<file path="src/pmx_pkg.sv">
// Purpose: shared constants and types for the port pin-function select block
// Assumes: 16-bit register bus; four ports of eight pins each
// Notes:   offsets are byte addresses on the plain register port
`default_nettype none

package pmx_pkg;

  // ==========================================================================
  // geometry
  localparam int unsigned NUM_PORTS  = 4;
  localparam int unsigned PINS       = 8;
  localparam int unsigned DATA_W     = 16;
  localparam int unsigned ADDR_W     = 4;
  localparam int unsigned FIELD_W    = 2;

  // ==========================================================================
  // port indices, in register order
  localparam int unsigned PORT_H = 0;
  localparam int unsigned PORT_J = 1;
  localparam int unsigned PORT_K = 2;
  localparam int unsigned PORT_L = 3;

  // ==========================================================================
  // register byte offsets
  localparam logic [ADDR_W-1:0] PORT_H_OFS = 4'h0;
  localparam logic [ADDR_W-1:0] PORT_J_OFS = 4'h2;
  localparam logic [ADDR_W-1:0] PORT_K_OFS = 4'h4;
  localparam logic [ADDR_W-1:0] PORT_L_OFS = 4'h6;

  // ==========================================================================
  // power-on reset values
  localparam logic [DATA_W-1:0] PORT_H_RST_STRAP_HI = 16'hAAAA;
  localparam logic [DATA_W-1:0] PORT_H_RST_STRAP_LO = 16'h8AAA;
  localparam logic [DATA_W-1:0] PORT_J_RST          = 16'h0000;
  localparam logic [DATA_W-1:0] PORT_K_RST          = 16'h0000;
  localparam logic [DATA_W-1:0] PORT_L_RST          = 16'h0000;
  localparam logic [DATA_W-1:0] READ_UNMAPPED       = 16'h0000;

  // ==========================================================================
  // per-pin capability masks, bit n for pin n
  localparam logic [PINS-1:0] PORT_H_PERIPH = 8'hFF;
  localparam logic [PINS-1:0] PORT_H_OUTPUT = 8'h80;
  localparam logic [PINS-1:0] PORT_J_PERIPH = 8'hCD;
  localparam logic [PINS-1:0] PORT_J_OUTPUT = 8'hFF;
  localparam logic [PINS-1:0] PORT_K_PERIPH = 8'hFF;
  localparam logic [PINS-1:0] PORT_K_OUTPUT = 8'hFF;
  localparam logic [PINS-1:0] PORT_L_PERIPH = 8'hFF;
  localparam logic [PINS-1:0] PORT_L_OUTPUT = 8'h00;

  // ==========================================================================
  // field codes
  localparam logic [FIELD_W-1:0] CODE_PERIPH  = 2'h0;
  localparam logic [FIELD_W-1:0] CODE_OUTPUT  = 2'h1;
  localparam logic [FIELD_W-1:0] CODE_IN_PULL = 2'h2;
  localparam logic [FIELD_W-1:0] CODE_IN_FREE = 2'h3;

  // effective pin mode, one-hot
  typedef enum logic [3:0] {
    PMX_PERIPH  = 4'h1,
    PMX_OUTPUT  = 4'h2,
    PMX_IN_PULL = 4'h4,
    PMX_IN_FREE = 4'h8
  } pmxMode_t;

  // control handed to one pin's pad and function mux
  typedef struct packed {
    logic     periphSel;   // peripheral owns the pin
    logic     portOe_n;    // low while the port data register drives the pin
    logic     pullUpEn;    // pull-up switched on
    logic     reserved;    // field holds a reserved code
    pmxMode_t mode;
  } pmxPinCtl_t;

  // register bus request
  typedef struct packed {
    logic [ADDR_W-1:0] addr;
    logic [DATA_W-1:0] wdata;
    logic              wr;
    logic              rd;
  } pmxBusReq_t;

endpackage

`default_nettype wire

</file>
<file path="src/pmx_pin_decode.sv">
// Purpose: turns one pin's two-bit select field into pad control
// Assumes: capability flags are constants per pin
// Notes:   purely combinational
`default_nettype none

module pmx_pin_decode (
  // field and capabilities
  input  wire logic [pmx_pkg::FIELD_W-1:0] field,
  input  wire logic                        canPeriph,
  input  wire logic                        canOutput,
  // pad control
  output var  pmx_pkg::pmxPinCtl_t         ctl
);

  // ==========================================================================
  // decode
  wire logic highBit     = field[1];
  wire logic lowBit      = field[0];
  wire logic isPeriph    = (field == pmx_pkg::CODE_PERIPH) && canPeriph;
  wire logic isOutput    = (field == pmx_pkg::CODE_OUTPUT) && canOutput;
  wire logic isReserved  = !highBit && !isPeriph && !isOutput;
  // reserved codes fall back to a floating input: no drive, no pull
  wire logic pullOn      = highBit && !lowBit;

  always_comb begin
    ctl.periphSel = isPeriph;
    ctl.portOe_n  = !isOutput;
    ctl.pullUpEn  = pullOn;
    ctl.reserved  = isReserved;
    case (1'b1)
      isPeriph: ctl.mode = pmx_pkg::PMX_PERIPH;
      isOutput: ctl.mode = pmx_pkg::PMX_OUTPUT;
      pullOn:   ctl.mode = pmx_pkg::PMX_IN_PULL;
      default:  ctl.mode = pmx_pkg::PMX_IN_FREE;
    endcase
  end

endmodule

`default_nettype wire

</file>
<file path="src/pmx_pin_select.sv">
// Purpose: pin-function select registers for ports H, J, K and L
// Assumes: rst_n is the power-on reset; manual reset, standby and sleep
//          never reach this block
// Notes:   registers are read back exactly as written, reserved codes too
//
// Summary of operation
// - four 16-bit read/write registers; pin n uses bits 2n+1 and 2n
// - port H resets to AAAA with strap high, 8AAA with strap low
// - only power-on reset reloads; manual reset, standby, sleep keep contents
// - port H pin 7: peripheral, output, pulled input, unpulled input
// - port H pin 6: peripheral, reserved, pulled input, unpulled input
// - port H pins 5..0: peripheral, reserved, pulled and unpulled input
// - high bit set makes pin an input, pulled only when low bit clear
// - port J clears to 0000 at power-on reset
// - port J code 00 reserved on pins 1, 4, 5; otherwise full choice
// - port K clears to 0000 at power-on reset
// - port K pins: peripheral, output, pulled input, unpulled input
// - port L clears to 0000 at power-on reset
// - port L pins: peripheral, reserved, pulled input, unpulled input
// - strap sampled during reset, becomes general input after release
//
// Added by the designer: the address-and-strobe port and the placing of the registers.
`default_nettype none

module pmx_pin_select (
  // clock and power-on reset
  input  wire logic                             clk,
  input  wire logic                             rst_n,
  // register port
  input  wire logic [pmx_pkg::ADDR_W-1:0]       addr,
  input  wire logic [pmx_pkg::DATA_W-1:0]       wdata,
  input  wire logic                             wr,
  input  wire logic                             rd,
  output var  logic [pmx_pkg::DATA_W-1:0]       rdata,
  // mode strap pin
  input  wire logic                             emulatorModeStrap,
  output var  logic                             strapPortIn,
  // pad control, index port*8+pin
  output var  pmx_pkg::pmxPinCtl_t [31:0]       pinCtl
);

  localparam int unsigned NP = pmx_pkg::NUM_PORTS;
  localparam int unsigned NB = pmx_pkg::PINS;

  // ==========================================================================
  // bus request bundle
  pmx_pkg::pmxBusReq_t req;
  assign req.addr  = addr;
  assign req.wdata = wdata;
  assign req.wr    = wr;
  assign req.rd    = rd;

  // ==========================================================================
  // strap synchroniser
  // no reset here: the strap must be seen while reset is held
  logic strapMeta_q;
  logic strapSync_q;
  logic runPhase_q;
  logic strapIn_q;

  always_ff @(posedge clk) begin
    strapMeta_q <= emulatorModeStrap;
    strapSync_q <= strapMeta_q;
  end

  // after release the pin is an ordinary port input
  always_ff @(posedge clk) begin
    if (!rst_n) begin
      runPhase_q <= 1'b0;
      strapIn_q  <= 1'b0;
    end else begin
      runPhase_q <= 1'b1;
      strapIn_q  <= strapSync_q;
    end
  end

  assign strapPortIn = strapIn_q;

  // ==========================================================================
  // address decode
  wire logic [NP-1:0] hit;
  assign hit[pmx_pkg::PORT_H] = (req.addr == pmx_pkg::PORT_H_OFS);
  assign hit[pmx_pkg::PORT_J] = (req.addr == pmx_pkg::PORT_J_OFS);
  assign hit[pmx_pkg::PORT_K] = (req.addr == pmx_pkg::PORT_K_OFS);
  assign hit[pmx_pkg::PORT_L] = (req.addr == pmx_pkg::PORT_L_OFS);

  // ==========================================================================
  // reset values and capability tables
  wire logic [pmx_pkg::DATA_W-1:0] rstVal [NP];
  wire logic [NB-1:0]              capPeriph [NP];
  wire logic [NB-1:0]              capOutput [NP];

  // port H value follows the strap level seen during reset
  assign rstVal[pmx_pkg::PORT_H] = strapSync_q ?
                                   pmx_pkg::PORT_H_RST_STRAP_HI :
                                   pmx_pkg::PORT_H_RST_STRAP_LO;
  assign rstVal[pmx_pkg::PORT_J] = pmx_pkg::PORT_J_RST;
  assign rstVal[pmx_pkg::PORT_K] = pmx_pkg::PORT_K_RST;
  assign rstVal[pmx_pkg::PORT_L] = pmx_pkg::PORT_L_RST;

  // pin 7 alone has port output on H; pins 6..0 decode codes 01 as reserved
  assign capPeriph[pmx_pkg::PORT_H] = pmx_pkg::PORT_H_PERIPH;
  assign capOutput[pmx_pkg::PORT_H] = pmx_pkg::PORT_H_OUTPUT;
  assign capPeriph[pmx_pkg::PORT_J] = pmx_pkg::PORT_J_PERIPH;
  assign capOutput[pmx_pkg::PORT_J] = pmx_pkg::PORT_J_OUTPUT;
  assign capPeriph[pmx_pkg::PORT_K] = pmx_pkg::PORT_K_PERIPH;
  assign capOutput[pmx_pkg::PORT_K] = pmx_pkg::PORT_K_OUTPUT;
  assign capPeriph[pmx_pkg::PORT_L] = pmx_pkg::PORT_L_PERIPH;
  assign capOutput[pmx_pkg::PORT_L] = pmx_pkg::PORT_L_OUTPUT;

  // ==========================================================================
  // select registers
  logic [pmx_pkg::DATA_W-1:0] sel_q [NP];

  genvar p;
  genvar b;
  generate
    for (p = 0; p < NP; p++) begin : g_port
      wire logic [pmx_pkg::DATA_W-1:0] sel_d;
      // full 16-bit write; reserved codes are kept as written
      assign sel_d = (req.wr && hit[p]) ? req.wdata : sel_q[p];

      // only the power-on reset reloads; nothing else touches these
      always_ff @(posedge clk) begin
        if (!rst_n) begin
          sel_q[p] <= rstVal[p];
        end else begin
          sel_q[p] <= sel_d;
        end
      end

      for (b = 0; b < NB; b++) begin : g_pin
        pmx_pkg::pmxPinCtl_t ctl;
        pmx_pin_decode u_dec (
          .field     (sel_q[p][2*b+1:2*b]),
          .canPeriph (capPeriph[p][b]),
          .canOutput (capOutput[p][b]),
          .ctl       (ctl)
        );
        // pads stay as floating inputs until the strap has been taken
        always_ff @(posedge clk) begin
          if (!rst_n) begin
            pinCtl[p*NB+b].periphSel <= 1'b0;
            pinCtl[p*NB+b].portOe_n  <= 1'b1;
            pinCtl[p*NB+b].pullUpEn  <= 1'b0;
            pinCtl[p*NB+b].reserved  <= 1'b0;
            pinCtl[p*NB+b].mode      <= pmx_pkg::PMX_IN_FREE;
          end else if (runPhase_q) begin
            pinCtl[p*NB+b] <= ctl;
          end
        end
      end
    end
  endgenerate

  // ==========================================================================
  // read path, one cycle after the strobe
  wire logic [pmx_pkg::DATA_W-1:0] rdSel;
  assign rdSel = hit[pmx_pkg::PORT_H] ? sel_q[pmx_pkg::PORT_H] :
                 hit[pmx_pkg::PORT_J] ? sel_q[pmx_pkg::PORT_J] :
                 hit[pmx_pkg::PORT_K] ? sel_q[pmx_pkg::PORT_K] :
                 hit[pmx_pkg::PORT_L] ? sel_q[pmx_pkg::PORT_L] :
                 pmx_pkg::READ_UNMAPPED;

  logic [pmx_pkg::DATA_W-1:0] rdata_q;
  always_ff @(posedge clk) begin
    if (!rst_n) begin
      rdata_q <= pmx_pkg::READ_UNMAPPED;
    end else if (req.rd) begin
      rdata_q <= rdSel;
    end else begin
      rdata_q <= pmx_pkg::READ_UNMAPPED;
    end
  end

  assign rdata = rdata_q;

endmodule

`default_nettype wire

</file>
<file path="config.mk">
export PLATFORM = sky130hd
export DESIGN_NAME = pmx_pin_select
export DESIGN_NICKNAME = d
export VERILOG_FILES = /design/src/pmx_pkg.sv /design/src/pmx_pin_decode.sv /design/src/pmx_pin_select.sv
export SDC_FILE = /design/constraint.sdc
export NUM_CORES = 1
export LEC_CHECK = 0
export BUFFER_PORTS_ARGS = -buffer_cell sky130_fd_sc_hd__buf_4
export CORE_MARGIN = 5
export CORE_UTILIZATION = 45
export CTS_CLUSTER_DIAMETER = 100
export DETAILED_ROUTE_END_ITERATION = 12
export GPL_TIMING_DRIVEN = 0
export PLACE_DENSITY = 0.69
export SKIP_CTS_REPAIR_TIMING = 1
export SLEW_MARGIN = 15
export SYNTH_ARGS = -nofsm -noshare
export SYNTH_HDL_FRONTEND = slang
export SYNTH_HIERARCHICAL = 1
export SYNTH_SLANG_ARGS = --single-unit
export TNS_END_PERCENT = 20
</file>
<file path="constraint.sdc">
create_clock -name clk -period 1.6 [get_ports clk]
set_clock_uncertainty 0.2 [all_clocks]
set_input_delay 0.16 -clock clk [delete_from_list [all_inputs] [get_ports clk]]
set_output_delay 0.16 -clock clk [all_outputs]
set_load 0.05 [all_outputs]
</file>
Yosys cells after proc, flatten, opt, wreduce, memory -nomap -nowiden
Memory sizes are Yosys's and may differ from the RTL's.
Index checks and enable logic that the tools add are counted.
- equality and inequality tests: 20
- multiplexer cells: 93
- bitwise gates (word level): 4
- reductions and logical operators: 223
- operators by type and width (kind ; count):
    $mux 4 ; 78
    $mux 16 ; 12
    $logic_not 1->1 ; 110
    $logic_and 1x1->1 ; 82
    $logic_not 2->1 ; 29
    $eq 2x1->1 const B ; 17
    $mux 14 ; 1
    $eq 4x3->1 const B ; 2
    $eq 4x2->1 const B ; 1
    $logic_not 4->1 ; 1
    $or 1x1->1 ; 4
    $mux 1 ; 2
    $reduce_and 2->1 ; 1
- flip-flop bits (word level): 258
- memory bits (writable): 64
- bits of input ports: 25
- output and inout port bits: 273
- word-level logic and storage cells: 488
- memories: 1
- memories (name ; depth ; width ; rd ports ; clocked after Yosys merged registers in ; write ports ; line ; text):
    sel_q ; 4 ; 16 ; 4 ; 0 ; 4 ; pmx_pin_select.sv:113 ; logic [pmx_pkg::DATA_W-1:0] sel_q [NP];

Logic depth before layout (Yosys ltp)
An unclocked memory read counts as a cell.
- depth in word-level cells: 6
- depth in mapped cells: 7
- gate-level depth less buffers: 4

Modules after synthesis
The synthesis kept the hierarchy.
- by module, submodules not included (module ; times used ; cells an instance ; area an instance (um2) ; seq. area each (um2)):
    pmx_pin_select ; 1 ; 1195 ; 12844.8 ; 6816.5
    pmx_pin_decode ; 32 ; 15 ; 97.6 ; 0.0

Worst setup path before layout
No wires, ideal clock.
- path kind: reg2reg
- start: register runPhase_q
- end: register pinCtl[155] in the netlist's numbering
- setup time: 0.129 ns
- arrival time: 1.180 ns
- required time: 1.271 ns
- setup slack: 0.091 ns
- cell stages (with the launch flop): 6
- path buffers: 3
- path through: dfxtp_1 -> clkbuf_1 -> clkbuf_1 -> buf_2 -> mux2i_1 -> nand2_1
- RTL lines (item ; line ; text):
    from (decl) ; pmx_pin_select.sv:58 ; logic runPhase_q;
    from (signal assigned) ; pmx_pin_select.sv:69 ; runPhase_q <= 1'b0;
    from (signal assigned) ; pmx_pin_select.sv:72 ; runPhase_q <= 1'b1;
    to (signal, indexed assignment) ; pmx_pin_select.sv:149 ; pinCtl[p*NB+b] <= ctl;
    to (decl) ; pmx_pin_select.sv:39 ; output var pmx_pkg::pmxPinCtl_t [31:0] pinCtl

==> impl_metrics.tcl <==
set metrics [dict create \
    setup-tns-final_ns 0 \
    yosys-top-cells-area "dfxtp_1, mux2i_1, nor2b_1, buf_4, nand2_1" \
    reg2regPathDepth 4 \
    globalplace.congestion 0.8757 \
    cts_tree "built" \
    wire_per_inst_um 17.02 \
    rows 69 \
    viasPerCell 4.667 \
    cap_violations 0 \
    final_max_slew_viol_count 0 \
    power_mw 20.43 \
    dieArea_um2 39350 \
    fin_crit_sh_pct 96.21 \
    critical_path_required_ns 1.79 \
    cts_sinks 340 \
    r2r_end "pinCtl[227]$_SDFFE_PN1P_" \
    leakagePower_nw 9.676 \
    switching_share_pct 26.45 \
    die_h_um 198.4 \
    synth-main-ff-cell "dfxtp_1" \
    power_frac_clock_pct 42.4 \
    clockRootBuffer "clkbuf_16" \
    worstMarginPinSlew_ns 0.5593 \
    avgSynthCellArea_um2 9.533 \
    async_flop_share_pct 0 \
    drtPass1Iterations 5 \
    power_frac_comb_pct 13.9 \
    ys_top_cells_by_count "dfxtp_1, nor2b_1, mux2i_1, buf_4, nand2_1" \
    power.density_nw_per_um2 980.2 \
    drive_above_1_share_pct 25.83 \
    antenna_found_initial 2 \
    grt_use_total_pct 22.03 \
    fin_nets 2189 \
    crit_path_end "pinCtl[227]$_SDFFE_PN1P_" \
    grt_pass1_vias 11989 \
    rsz0062_at_grt "yes" \
    worstSetupStartpoint "runPhase_q$_DFF_P_" \
    fp.dieW_um 198.4 \
    portBuffers 297 \
    synth-seq-cells 340 \
    grt_pass1_wl_um 68440 \
    cp_slowest_stage_delay_ns 0.43 \
    drc 0 \
    synth_top_area_share_pct 42.50 \
    crit_arrival_ns 1.72 \
    netlist_area_um2 15970 \
    ys_warn_count 6 \
    yosysMostFrequentCell "dfxtp_1" \
    yosysUniqueCellTypes 34 \
    worstPathMaxFanout 10 \
    vias 12386 \
    p_seq_share_pct 43.7 \
    stdcell_area_um2 20850 \
    holdCritPathClass "input port to register" \
    switchingPower_mw 5.405 \
    post-route-util_pct 59.04 \
    finalHoldViolations 3 \
    fin_cells 2654 \
    cts_buffers 38 \
    routed_wl_um 45170 \
    holdPathStages 4 \
    timing.hold.ws_ns -0.001425 \
    core_area_um2 35310 \
    period_needed_ns 1.539 \
    cts.clk_slew.worst_paths_ns 0.06 \
    area_delta_synth_final_pct 30.55 \
    dp_hpwl_um 34170 \
    yosys.area.top_type "dfxtp_1" \
    htree_levels 2 \
    dp_cells 2559 \
    start_util_pct 45.22 \
    cts_max_path_buffers 3 \
    detail-route-antenna-nets 0 \
    violations "hold timing" \
    ys_seq_area_share_pct 42.69 \
    r2r_start "runPhase_q$_DFF_P_" \
    crit_chain "buf_6 > buf_4 > mux2i_1 > nand2_1" \
    grt_start_max_net_pins 13 \
    setup_viol 0 \
    rrSetupSlack_ns 0.06 \
    timing.slew.headroom_pct 62.72 \
    setup.worst_path.start_class "register" \
    fmax_mhz 649.6 \
    placed_area_um2 19250 \
    critPathKind "register to register" \
    drtIter0Drc 580 \
    critPathSlowestCell "dfxtp_1" \
    ir_worst_vdd_mv 0.8155 \
    intPower_mw 15.03 \
    netlist_instances 1675 \
    synth-edff-count 1 \
    overflow 0 \
    cp-end-kind "register" \
    status "finished with violations" \
    clock_latency_ns 0.52 \
    io_pins 298 \
    num-fill-cells 3159 \
]
==> flip-flops by register name, indices dropped and copies added (netlist names) <==
name and cells:
strapMeta_q 1, sel_q 64, pinCtl 256, strapSync_q 1
rdata 16, runPhase_q 1, strapPortIn 1
==> cell type report <==
cell class                      instances  area (um2)  share of cell area (%)
Antenna cell                            2       5.005                 0.02401
Buffer                                245        1718                   8.241
Clock buffer                           61        1171                   5.618
Clock inverter                          6       57.56                  0.2761
Inverter                               33       123.9                  0.5942
Multi-Input combinational cell       1182        7886                   37.83
Sequential cell                       340        6818                   32.71
Tap cell                              461       576.8                   2.767
Timing Repair Buffer                  324        2490                   11.94
==> metrics by stage <==
stage	hold WS, ns	worst slack [ns]
floorplan	-0.01228	0.09106
global placement	0.07631	-0.9386
detailed placement	0.07706	-0.9328
CTS	-0.4607	-0.7727
global route	0.008570	-0.02147
finish	-0.001425	0.06062
==> worst max-delay path: cells and delay by family (launching register included) <==
kind	cells	cell delay, ns
buffers and inverters	2	0.46
flip-flops	1	0.43
multiplexers	1	0.22
AND/OR/NAND/NOR	1	0.08
==> layout by cell type, fill, tap and decap left out, types with 12 or more instances in the layout <==
cell type	count
buf_4	481
dfxtp_1	338
nor2b_1	305
mux2i_1	288
nand2_1	128
conb_1	128
clkbuf_1	51
nor2_1	49
clkbuf_16	41
inv_1	33
nand2b_1	33
and2b_1	33
or2_1	32
a211oi_1	32
nor3_1	32
a21o_1	32
dlygate4sd3_1	23
o21ai_0	16
o2bb2ai_1	16
a22oi_1	16
a21boi_1	12
a21boi_0	12
==> per-layer routing <==
metal,share of wire (%),up-vias,global-route usage [%]
met5,0.044,-,0
met4,2.2,2,6.274
met3,7.1,73,5.860
met2,48,339,36.95
met1,43,5749,28.08
li1,-,6223,-
==> worst min path at each step <==
stage	startpoint	end	slack, ns
after floorplan	rst_n	runPhase_q$_DFF_P_	-0.01
after global placement	emulatorModeStrap	strapMeta_q$_DFF_P_	0.08
after detailed placement	emulatorModeStrap	strapMeta_q$_DFF_P_	0.08
after CTS	emulatorModeStrap	strapMeta_q$_DFF_P_	-0.46
after global routing	rd	rdata[13]$_SDFF_PN0_	0.009
final	rd	rdata[15]$_SDFF_PN0_	-0.001
==> logic make-up (layout without fill, tap and decap cells) <==
kind of cell | count (synthesis) | in the layout | share of synthesized area, %
AOI/OAI and AO/OA | 137 | 137 | 6.300
other | 2 | 130 | 0.04703
buffers and inverters | 279 | 669 | 10.88
muxes | 288 | 288 | 18.05
and+or+nand+nor | 629 | 629 | 22.03
DFF | 340 | 340 | 42.69
==> power groups by stage <==
stage / combinational (mW) / sequential, mW / clock, mW
detailed placement: 2.75 / 9.11 / 0
global route: 3.03 / 8.95 / 9.18
CTS: 2.76 / 8.92 / 8.82
global placement: 2.73 / 9.10 / 0
finish: 2.85 / 8.92 / 8.66
floorplan: 1.24 / 9.81 / 0
Note: power is estimated with default switching activity, not from simulation.
